**src/sysd_pkg.sv**
```systemverilog
/*
  Shared constants and types for the system descriptor decoder: descriptor
  type codes, field positions in the two descriptor words, decode classes,
  fault vectors and the APB register map.
  Assumes it is compiled before every other file of the block.
*/
package sysd_pkg;

  // Descriptor type codes
  localparam logic [3:0] TY_INV0      = 4'h0;
  localparam logic [3:0] TY_TSS16_AV  = 4'h1;
  localparam logic [3:0] TY_LDT       = 4'h2;
  localparam logic [3:0] TY_TSS16_BSY = 4'h3;
  localparam logic [3:0] TY_CALL16    = 4'h4;
  localparam logic [3:0] TY_TASKG     = 4'h5;
  localparam logic [3:0] TY_INT16     = 4'h6;
  localparam logic [3:0] TY_TRAP16    = 4'h7;
  localparam logic [3:0] TY_INV8      = 4'h8;
  localparam logic [3:0] TY_TSS32_AV  = 4'h9;
  localparam logic [3:0] TY_RSV_A     = 4'hA;
  localparam logic [3:0] TY_TSS32_BSY = 4'hB;
  localparam logic [3:0] TY_CALL32    = 4'hC;
  localparam logic [3:0] TY_RSV_D     = 4'hD;
  localparam logic [3:0] TY_INT32     = 4'hE;
  localparam logic [3:0] TY_TRAP32    = 4'hF;

  // Field positions in the high descriptor word
  localparam int HI_BASE_MID_LSB = 0;
  localparam int HI_WC_LSB       = 0;
  localparam int HI_TYPE_LSB     = 8;
  localparam int HI_NATIVE_BIT   = 11;
  localparam int HI_S_BIT        = 12;
  localparam int HI_DPL_LSB      = 13;
  localparam int HI_P_BIT        = 15;
  localparam int HI_UPPER_LSB    = 16;
  localparam int HI_LIM_HI_LSB   = 16;
  localparam int HI_G_BIT        = 23;
  localparam int HI_BASE_HI_LSB  = 24;
  // Field positions in the low descriptor word
  localparam int LO_LIMIT_LSB    = 0;
  localparam int LO_BASE_LSB     = 16;

  // Decode classes, one-hot
  typedef enum logic [6:0] {
    CL_INVALID = 7'h01,
    CL_LDT     = 7'h02,
    CL_TSS     = 7'h04,
    CL_CALL    = 7'h08,
    CL_TASK    = 7'h10,
    CL_INTR    = 7'h20,
    CL_TRAP    = 7'h40
  } sysd_class_t;

  // Fault vectors
  localparam logic [7:0] VEC_NONE        = 8'h00;
  localparam logic [7:0] VEC_NOT_PRESENT = 8'h0B;
  localparam logic [7:0] VEC_GEN_PROT    = 8'h0D;

  // APB register map
  localparam logic [7:0]  OFF_CTRL     = 8'h00;
  localparam logic [7:0]  OFF_TASK     = 8'h04;
  localparam logic [7:0]  OFF_STATUS   = 8'h08;
  localparam logic [7:0]  OFF_FAULTS   = 8'h0C;
  localparam logic [7:0]  OFF_DECODES  = 8'h10;
  localparam int          CTRL_EN_BIT  = 0;
  localparam int          CTRL_CLR_BIT = 1;
  localparam logic [31:0] CTRL_RST     = 32'h0000_0001;
  localparam logic [15:0] TASK_RST     = 16'h0000;

endpackage

```
**src/sysd_dec_if.sv**
```systemverilog
/*
  Carrier between the decoder top and its two helpers: the raw descriptor
  words go out, the extracted fields and the type class come back.
  Assumes sysd_pkg is compiled first.
*/
`timescale 1ns/1ns
interface sysd_dec_if;
  logic [31:0]          lo;
  logic [31:0]          hi;
  logic [31:0]          base;
  logic [19:0]          limit;
  logic [15:0]          sel;
  logic [31:0]          offset;
  logic [4:0]           wc;
  logic                 upper_zero;
  sysd_pkg::sysd_class_t cls;
  logic                 tss_busy;
  logic                 native;
  logic                 reserved;

  modport top (output lo, hi,
               input  base, limit, sel, offset, wc, upper_zero, cls, tss_busy, native, reserved);
  modport ext (input  lo, hi,
               output base, limit, sel, offset, wc, upper_zero);
  modport typ (input  hi,
               output cls, tss_busy, native, reserved);
endinterface

```
**src/sysd_field_ext.sv**
```systemverilog
/*
  Pulls base, limit, selector, offset and word count out of the two
  descriptor words, in the short or the full layout.
  Assumes the words are stable for the whole cycle; purely combinational.
*/
`timescale 1ns/1ns
module sysd_field_ext (
  // Descriptor words in, fields out
  sysd_dec_if.ext d
);
  wire native = d.hi[sysd_pkg::HI_NATIVE_BIT];

  // Short layout when the upper word is clear
  assign d.upper_zero = (d.hi[sysd_pkg::HI_UPPER_LSB +: 16] == 16'h0000);
  assign d.base  = {d.upper_zero ? 8'h00 : d.hi[sysd_pkg::HI_BASE_HI_LSB +: 8],
                    d.hi[sysd_pkg::HI_BASE_MID_LSB +: 8], d.lo[sysd_pkg::LO_BASE_LSB +: 16]};
  assign d.limit = {d.upper_zero ? 4'h0 : d.hi[sysd_pkg::HI_LIM_HI_LSB +: 4],
                    d.lo[sysd_pkg::LO_LIMIT_LSB +: 16]};

  // Gate pointer: offset is 16 bits for short gates
  assign d.sel    = d.lo[sysd_pkg::LO_BASE_LSB +: 16];
  assign d.offset = {native ? d.hi[sysd_pkg::HI_UPPER_LSB +: 16] : 16'h0000,
                     d.lo[sysd_pkg::LO_LIMIT_LSB +: 16]};
  assign d.wc     = d.hi[sysd_pkg::HI_WC_LSB +: 5];
endmodule

```
**src/sysd_type_class.sv**
```systemverilog
/*
  Sorts the 4-bit system type into a one-hot class and the busy, native
  and reserved flags.
  Assumes the high descriptor word is stable; purely combinational.
*/
`timescale 1ns/1ns
module sysd_type_class (
  // High word in, class out
  sysd_dec_if.typ d
);
  wire [3:0] ty = d.hi[sysd_pkg::HI_TYPE_LSB +: 4];

  // Type to class mapping
  function automatic sysd_pkg::sysd_class_t class_of(input logic [3:0] t);
    case (t)
      sysd_pkg::TY_LDT:                                          class_of = sysd_pkg::CL_LDT;
      sysd_pkg::TY_TSS16_AV, sysd_pkg::TY_TSS16_BSY,
      sysd_pkg::TY_TSS32_AV, sysd_pkg::TY_TSS32_BSY:             class_of = sysd_pkg::CL_TSS;
      sysd_pkg::TY_CALL16, sysd_pkg::TY_CALL32:                  class_of = sysd_pkg::CL_CALL;
      sysd_pkg::TY_TASKG:                                        class_of = sysd_pkg::CL_TASK;
      sysd_pkg::TY_INT16, sysd_pkg::TY_INT32:                    class_of = sysd_pkg::CL_INTR;
      sysd_pkg::TY_TRAP16, sysd_pkg::TY_TRAP32:                  class_of = sysd_pkg::CL_TRAP;
      default:                                                   class_of = sysd_pkg::CL_INVALID;
    endcase
  endfunction

  // Class and flags
  assign d.cls      = class_of(ty);
  assign d.tss_busy = (ty == sysd_pkg::TY_TSS16_BSY) | (ty == sysd_pkg::TY_TSS32_BSY);
  assign d.native   = ty[3];
  assign d.reserved = (ty == sysd_pkg::TY_INV0) | (ty == sysd_pkg::TY_INV8) |
                      (ty == sysd_pkg::TY_RSV_A) | (ty == sysd_pkg::TY_RSV_D);
endmodule

```
**src/sysd_decoder.sv**
```systemverilog
/*
  System descriptor decoder top: takes an eight-byte system descriptor,
  classifies it, extracts its fields, checks it and presents the result
  one clock later, with an APB register window and the current task
  pointer register.
  Assumes descriptor words and qualifiers come from logic on i_ref_clk and
  an APB master on the same clock.
*/
`timescale 1ns/1ns
module sysd_decoder #(
  parameter int CNT_W = 16
) (
  // Clock and reset
  input  wire logic                  i_ref_clk,
  input  wire logic                  i_rst,
  // Descriptor request
  input  wire logic                  i_desc_valid,
  input  wire logic [31:0]           i_desc_lo,
  input  wire logic [31:0]           i_desc_hi,
  input  wire logic                  i_from_gdt,
  input  wire logic                  i_priv_change,
  input  wire logic                  i_dest_known,
  input  wire logic                  i_dest_is_code,
  input  wire logic                  i_dest_is_tss,
  // Task pointer load from task switch
  input  wire logic                  i_task_load,
  input  wire logic [15:0]           i_task_sel,
  // APB slave
  input  wire logic                  i_psel,
  input  wire logic                  i_penable,
  input  wire logic                  i_pwrite,
  input  wire logic [7:0]            i_paddr,
  input  wire logic [31:0]           i_pwdata,
  output logic [31:0]                o_prdata,
  output logic                       o_pready,
  output logic                       o_pslverr,
  // Decode result
  output logic                       o_valid,
  output sysd_pkg::sysd_class_t      o_class,
  output logic [7:0]                 o_access,
  output logic                       o_present,
  output logic [1:0]                 o_dpl,
  output logic                       o_legacy,
  output logic                       o_tss_busy,
  output logic [31:0]                o_base,
  output logic [19:0]                o_limit,
  output logic                       o_gran,
  output logic [15:0]                o_sel,
  output logic [31:0]                o_offset,
  output logic [4:0]                 o_word_count,
  output logic [4:0]                 o_copy_count,
  output logic                       o_copy_wide,
  output logic                       o_invalid,
  output logic                       o_fault,
  output logic [7:0]                 o_fault_vec,
  // Current task selector
  output logic [15:0]                o_task_ptr
);

  // Helpers on the shared carrier
  sysd_dec_if dif ();
  assign dif.lo = i_desc_lo;
  assign dif.hi = i_desc_hi;

  sysd_field_ext u_ext (
    .d (dif.ext)
  );

  sysd_type_class u_typ (
    .d (dif.typ)
  );

  // Control register and counters
  logic [31:0]      ctrl;
  logic [CNT_W-1:0] decodes;
  logic [CNT_W-1:0] faults;

  // Raw access byte fields
  wire        s_bit    = i_desc_hi[sysd_pkg::HI_S_BIT];
  wire        present  = i_desc_hi[sysd_pkg::HI_P_BIT];
  wire [1:0]  descriptor_privilege_level      = i_desc_hi[sysd_pkg::HI_DPL_LSB +: 2];
  wire [7:0]  access   = i_desc_hi[sysd_pkg::HI_TYPE_LSB +: 8];
  wire        take     = i_desc_valid & ctrl[sysd_pkg::CTRL_EN_BIT];

  // Class qualifiers
  wire is_ldt   = (dif.cls == sysd_pkg::CL_LDT) & ~s_bit;
  wire is_tss   = (dif.cls == sysd_pkg::CL_TSS) & ~s_bit;
  wire is_call  = (dif.cls == sysd_pkg::CL_CALL) & ~s_bit;
  wire is_task  = (dif.cls == sysd_pkg::CL_TASK) & ~s_bit;
  wire is_hand  = ((dif.cls == sysd_pkg::CL_INTR) | (dif.cls == sysd_pkg::CL_TRAP)) & ~s_bit;
  wire is_gate  = is_call | is_task | is_hand;
  wire is_seg   = is_ldt | is_tss;

  // Checks
  wire bad_s    = s_bit;
  wire bad_type = dif.reserved & ~s_bit;
  wire ldt_bad  = is_ldt & ~i_from_gdt;
  wire gate_np  = is_gate & ~present;
  wire dest_bad = is_gate & i_dest_known &
                  (is_task ? ~i_dest_is_tss : ~i_dest_is_code);

  // Fault vector: S bit, type and local table faults before not-present, destination kind after
  wire [7:0] next_fault_vec = (bad_s | bad_type | ldt_bad) ? sysd_pkg::VEC_GEN_PROT :
                              gate_np                      ? sysd_pkg::VEC_NOT_PRESENT :
                              dest_bad                     ? sysd_pkg::VEC_GEN_PROT :
                                                             sysd_pkg::VEC_NONE;
  wire       next_fault     = (next_fault_vec != sysd_pkg::VEC_NONE);

  // Result selection
  wire sysd_pkg::sysd_class_t next_class = s_bit ? sysd_pkg::CL_INVALID : dif.cls;
  wire [1:0]  next_dpl     = is_ldt ? 2'b00 : descriptor_privilege_level;
  wire        next_legacy  = (is_tss | is_gate) ? ~dif.native : dif.upper_zero;
  wire [31:0] next_base    = is_seg ? dif.base : 32'h0000_0000;
  wire [19:0] next_limit   = is_seg ? dif.limit : 20'h0_0000;
  wire        next_gran    = is_seg & ~dif.upper_zero & i_desc_hi[sysd_pkg::HI_G_BIT];
  wire [15:0] next_sel     = is_gate ? dif.sel : 16'h0000;
  wire [31:0] next_offset  = (is_call | is_hand) ? dif.offset : 32'h0000_0000;
  wire [4:0]  next_wc      = is_call ? dif.wc : 5'h00;
  wire [4:0]  next_copy    = (is_call & i_priv_change) ? dif.wc : 5'h00;
  wire        next_wide    = is_call & dif.native;
  wire        next_busy    = is_tss & dif.tss_busy;

  // Decode result registers, loaded one cycle after the request
  always_ff @(posedge i_ref_clk or posedge i_rst) begin
    if (i_rst) begin
      o_valid      <= 1'b0;
      o_class      <= sysd_pkg::CL_INVALID;
      o_access     <= 8'h00;
      o_present    <= 1'b0;
      o_dpl        <= 2'b00;
      o_legacy     <= 1'b0;
      o_tss_busy   <= 1'b0;
      o_base       <= 32'h0000_0000;
      o_limit      <= 20'h0_0000;
      o_gran       <= 1'b0;
    end else begin
      o_valid      <= take;
      if (take) begin
        o_class    <= next_class;
        o_access   <= access;
        o_present  <= present;
        o_dpl      <= next_dpl;
        o_legacy   <= next_legacy;
        o_tss_busy <= next_busy;
        o_base     <= next_base;
        o_limit    <= next_limit;
        o_gran     <= next_gran;
      end
    end
  end

  // Gate pointer, counts and fault results
  always_ff @(posedge i_ref_clk or posedge i_rst) begin
    if (i_rst) begin
      o_sel        <= 16'h0000;
      o_offset     <= 32'h0000_0000;
      o_word_count <= 5'h00;
      o_copy_count <= 5'h00;
      o_copy_wide  <= 1'b0;
      o_invalid    <= 1'b0;
      o_fault      <= 1'b0;
      o_fault_vec  <= sysd_pkg::VEC_NONE;
    end else if (take) begin
      o_sel        <= next_sel;
      o_offset     <= next_offset;
      o_word_count <= next_wc;
      o_copy_count <= next_copy;
      o_copy_wide  <= next_wide;
      o_invalid    <= bad_type;
      o_fault      <= next_fault;
      o_fault_vec  <= next_fault_vec;
    end
  end

  // APB decode
  wire apb_acc   = i_psel & i_penable;
  wire apb_done  = apb_acc & o_pready;
  wire hit_ctrl  = (i_paddr == sysd_pkg::OFF_CTRL);
  wire hit_task  = (i_paddr == sysd_pkg::OFF_TASK);
  wire hit_stat  = (i_paddr == sysd_pkg::OFF_STATUS);
  wire hit_flt   = (i_paddr == sysd_pkg::OFF_FAULTS);
  wire hit_dec   = (i_paddr == sysd_pkg::OFF_DECODES);
  wire hit_any   = hit_ctrl | hit_task | hit_stat | hit_flt | hit_dec;
  wire wr_ctrl   = apb_done & i_pwrite & hit_ctrl;
  wire wr_task   = apb_done & i_pwrite & hit_task;
  wire clr_cnt   = wr_ctrl & i_pwdata[sysd_pkg::CTRL_CLR_BIT];

  // Read data selection
  wire [31:0] stat_word = {14'h0000, o_fault, o_legacy, o_fault_vec, 1'b0, o_class};
  wire [31:0] next_rdata = hit_ctrl ? ctrl :
                           hit_task ? {16'h0000, o_task_ptr} :
                           hit_stat ? stat_word :
                           hit_flt  ? {{(32-CNT_W){1'b0}}, faults} :
                           hit_dec  ? {{(32-CNT_W){1'b0}}, decodes} :
                                      32'h0000_0000;

  // APB answer: ready one cycle into the access phase
  always_ff @(posedge i_ref_clk or posedge i_rst) begin
    if (i_rst) begin
      o_pready  <= 1'b0;
      o_pslverr <= 1'b0;
      o_prdata  <= 32'h0000_0000;
    end else begin
      o_pready  <= apb_acc & ~o_pready;
      o_pslverr <= apb_acc & ~o_pready & ~hit_any;
      o_prdata  <= (apb_acc & ~o_pready & ~i_pwrite) ? next_rdata : 32'h0000_0000;
    end
  end

  // Control register; clear bit does not stick
  always_ff @(posedge i_ref_clk or posedge i_rst) begin
    if (i_rst) begin
      ctrl <= sysd_pkg::CTRL_RST;
    end else if (wr_ctrl) begin
      ctrl <= {30'h0000_0000, 1'b0, i_pwdata[sysd_pkg::CTRL_EN_BIT]};
    end
  end

  // Task pointer; a task switch load wins over software
  always_ff @(posedge i_ref_clk or posedge i_rst) begin
    if (i_rst) begin
      o_task_ptr <= sysd_pkg::TASK_RST;
    end else if (i_task_load) begin
      o_task_ptr <= i_task_sel;
    end else if (wr_task) begin
      o_task_ptr <= i_pwdata[15:0];
    end
  end

  // Statistics; a new event in the clear cycle still counts
  always_ff @(posedge i_ref_clk or posedge i_rst) begin
    if (i_rst) begin
      decodes <= '0;
      faults  <= '0;
    end else begin
      decodes <= (clr_cnt ? '0 : decodes) + {{(CNT_W-1){1'b0}}, take};
      faults  <= (clr_cnt ? '0 : faults) + {{(CNT_W-1){1'b0}}, take & next_fault};
    end
  end
endmodule

```
**config.mk**
```make
export PLATFORM = sky130hd
export DESIGN_NAME = sysd_decoder
export DESIGN_NICKNAME = d
export VERILOG_FILES = /design/src/sysd_pkg.sv /design/src/sysd_dec_if.sv /design/src/sysd_field_ext.sv /design/src/sysd_type_class.sv /design/src/sysd_decoder.sv
export SDC_FILE = /design/constraint.sdc
export NUM_CORES = 1
export LEC_CHECK = 0
export BUFFER_PORTS_ARGS = -buffer_cell sky130_fd_sc_hd__buf_2
export CAP_MARGIN = 40
export CORE_MARGIN = 2
export CORE_UTILIZATION = 46
export CTS_BUF_LIST = sky130_fd_sc_hd__clkbuf_4
export DETAILED_ROUTE_END_ITERATION = 7
export HOLD_SLACK_MARGIN = 0.08
export PLACE_DENSITY = 0.87
export SLEW_MARGIN = 5
export SYNTH_ARGS = -nofsm -noshare
export SYNTH_HDL_FRONTEND = slang
export SYNTH_SLANG_ARGS = --single-unit
export TNS_END_PERCENT = 10
```
**constraint.sdc**
```tcl
create_clock -name i_ref_clk -period 6.8 [get_ports i_ref_clk]
set_input_delay 1.36 -clock i_ref_clk [delete_from_list [all_inputs] [get_ports i_ref_clk]]
set_output_delay 1.36 -clock i_ref_clk [all_outputs]
set_load 0.02 [all_outputs]
```
==> impl_metrics.json <==
{
  "status": "completed",
  "gp_congestion": 0.926,
  "r2r_setup_slack_ps": 3770,
  "synthArstFlopShare_pct": 100,
  "cts-root-buf": "clkbuf_4",
  "rsz0062_at_grt": "no",
  "setup_ws_ps": 3210,
  "drc": 0,
  "ys.flop_type": "dfrtp_1",
  "clkLatencyLatePin_ps": 650,
  "chipWidth_um": 142,
  "grt_pass1_vias": 7941,
  "crit_type": "in -> reg",
  "die_y_um": 142,
  "end_kind": "flop",
  "yosysWarnings": 0,
  "final_layout_size_suffix_gt1_share_pct": 32.2,
  "syn_area_per_cell_um2": 9.89,
  "rows": 50,
  "ctsHoldBuffers": 0,
  "worst_pin_slew_ps": 921,
  "synth_cells": 888,
  "synth_top_area_share_pct": 58.1,
  "grt_max_degree": 73,
  "yosysUniqueCellTypes": 51,
  "syn_to_final_growth_pct": 25.4,
  "path_buf_inv": 1,
  "ys_ff_latch": 206,
  "synth-edff-count": 0,
  "period_needed_ps": 3590,
  "peakVddDrop_mv": 0.121,
  "fin_hold_ws_ps": 473,
  "finalHoldViolCount": 0,
  "path_clk_slew_ps": 60,
  "cpPeakStageDelay_ps": 660,
  "drt_iter0_drc": 504,
  "initial_core_util_pct": 47.0,
  "crit_family": "simple AND/OR/NAND/NOR gates",
  "drtAntennaViolNets": 0,
  "antenna_found_initial": 8,
  "postCtsSetupBuffers": 0,
  "synth.largest_area_cell": "dfrtp_1",
  "dp_slack_ps": 2620,
  "grt_pass1_wl_um": 41200,
  "max-slew-margin-rel_pct": 38.5,
  "arrival_ps": 4090,
  "clockBufferDepth": 3,
  "overflow": 0,
  "crit_top_cell": "ha_1",
  "slowest_stage": "or4b_2",
  "cap_violations": 0,
  "power.density_mw_per_mm2": 221,
  "skew_ps": 53.8,
  "cts_inserted_buffers": 54,
  "crit_path_cell_trace": "buf_2 -> or4b_2 -> o21ai_0 -> a311oi_1 -> a21oi_1 -> ha_1 -> ha_1 -> nand3_1 -> nor4_1 -> xnor2_1 -> nor2_1",
  "finalSetupViolations": 0,
  "grt_util_all_layers_pct": 25.8,
  "die_area_mm2": 0.0202,
  "synth_seq_area_share_pct": 58.7,
  "stdcell_count": 1471,
  "leakagePower_nw": 5.70,
  "timing.fmax_ghz": 0.279,
  "min_period_over_period_pct": 52.7,
  "num_vias": 8043,
  "routed_wirelength_um": 26000,
  "hold_path_class": "reg -> reg",
  "netlist_area_mm2": 0.00878,
  "slew_viol_final": 0,
  "clock-sinks": 206,
  "cts_resized": 0,
  "viasPerCell": 5.47,
  "core_mm2": 0.0187,
  "dp_cells": 1371,
  "cp_max_fo": 9,
  "synthTopCellsByArea": "dfrtp_1 (58%), nand2_1 (8.5%), o21ai_0 (5.9%), a22o_1 (2.8%), a21oi_1 (2.6%)",
  "setup_tns_ps": 0,
  "wl_per_cell_um": 17.6,
  "drt-pass1-iter-count": 5,
  "cts_tree": "done",
  "power_mw": 2.43,
  "cp_data_required_time_ps": 7300,
  "htreeDepth": 2,
  "boundaryPins": 325,
  "port_buffers": 290,
  "hpwl_um": 18500,
  "fin_nets": 1329,
  "start_kind": "input pin"
}
Yosys cell counts (all sizes together), types with 5 or more instances:
library cell,count
clkbuf,34
dfrtp,204
xnor2,21
o21ai,104
or3,5
inv,11
a31oi,18
a22oi,14
nor2b,19
a21oi,45
nor3,15
a22o,28
nor4,13
nor2,40
nand2,200
nand4,10
nand2b,7
nand3,14
buf,37
per-stage QoR:
stage,util [%],instance area (um^2)
2_1_floorplan,-,8850
3_3_place_gp,54.9,10300
3_5_place_dp,55.4,10400
4_1_cts,58.8,11000
5_1_grt,58.9,11000
6_report,58.9,11000
final cells by class:
cell class              count  area (um^2)
clock buffers              73          548
diodes                      4         10.0
fillers                  1587         7690
repair buffers            303         1590
clock inverters            23         95.1
well taps                 234          293
inverters                  11         45.0
flip-flops and latches    206         5160
multi-input cells         617         3270
flip-flops by register name, summed over array words and instances (netlist names), 2 cells and up:
signal,flops
o_dpl,2
o_offset,32
o_sel,16
o_class,7
o_base,32
o_copy_count,5
o_limit,20
o_word_count,5
o_task_ptr,16
o_prdata,18
decodes,16
faults,16
o_fault_vec,3
o_access,8
report_power, final:
group	leakage (nW)	switching [mW]	internal (mW)	total, mW
registers	2.81	0.0139	1.24	1.26
clock network	0.383	0.507	0.500	1.01
logic	2.51	0.115	0.0560	0.171
total	5.70	0.636	1.80	2.43
worst paths after layout:
kind	startpoint	end	depth (start not counted)
setup reg to reg	ctrl[0]$_DFFE_PP1P_	decodes[15]$_DFF_PP0_	7
hold / removal	o_access[4]$_DFFE_PP0P_	o_access[4]$_DFFE_PP0P_	2
max in group asynchronous	i_rst	ctrl[0]$_DFFE_PP1P_	4
min in group asynchronous	i_rst	faults[7]$_DFF_PP0_	2
hold reg to reg	o_access[4]$_DFFE_PP0P_	o_access[4]$_DFFE_PP0P_	2
setup / recovery	i_desc_hi[9]	faults[14]$_DFF_PP0_	11
cell families (layout without fill, tap and decap cells):
kind of cell / count (synthesis) / count (layout) / share of synthesized area (%)
AO/OA/AOI/OAI: 228 / 228 / 15.5
AND/OR/NAND/NOR: 341 / 341 / 17.7
flip-flops: 206 / 206 / 58.7
adder cells (fa/ha/maj): 4 / 4 / 0.570
multiplexers: 2 / 2 / 0.242
XOR/XNOR: 24 / 24 / 2.39
other: 1 / 22 / 0.0427
buffers and inverters: 82 / 410 / 4.87
worst reg2reg max path, delay by kind of cell (launching register included):
family / cells / cell delay, ps
adder cells (fa/ha/maj): 1 / 300
AND/OR/NAND/NOR: 5 / 1600
flip-flops: 1 / 570
buffers and inverters: 1 / 500
layer usage:
| metal | part of all wire [%] | up-vias | global-route usage [%] |
|---|---|---|---|
| met5 | 0.12 | - | 0 |
| met4 | 3.8 | 6 | 11.3 |
| met3 | 9.4 | 79 | 8.68 |
| met2 | 48 | 378 | 41.9 |
| met1 | 38 | 3899 | 31.3 |
| li1 | - | 3681 | - |
layout by cell type, fill, tap and decap left out, types with 3 or more instances in the layout:
cell type,n
a211oi_1,4
a21oi_1,45
a22o_1,28
a22oi_1,14
a31oi_1,18
and2_1,4
and3_1,3
buf_2,291
buf_4,7
clkbuf_4,73
clkinv_1,17
clkinv_2,4
conb_1,18
dfrtp_1,204
diode_2,4
ha_1,4
inv_1,9
nand2_1,199
nand2b_1,7
nand3_1,14
nand4_1,10
nor2_1,40
nor2b_1,19
nor3_1,12
nor3_4,3
nor4_1,12
o21ai_0,103
o31ai_1,4
or3_1,5
xnor2_1,21
xor2_1,3
Power figures use the tool's default switching activity.
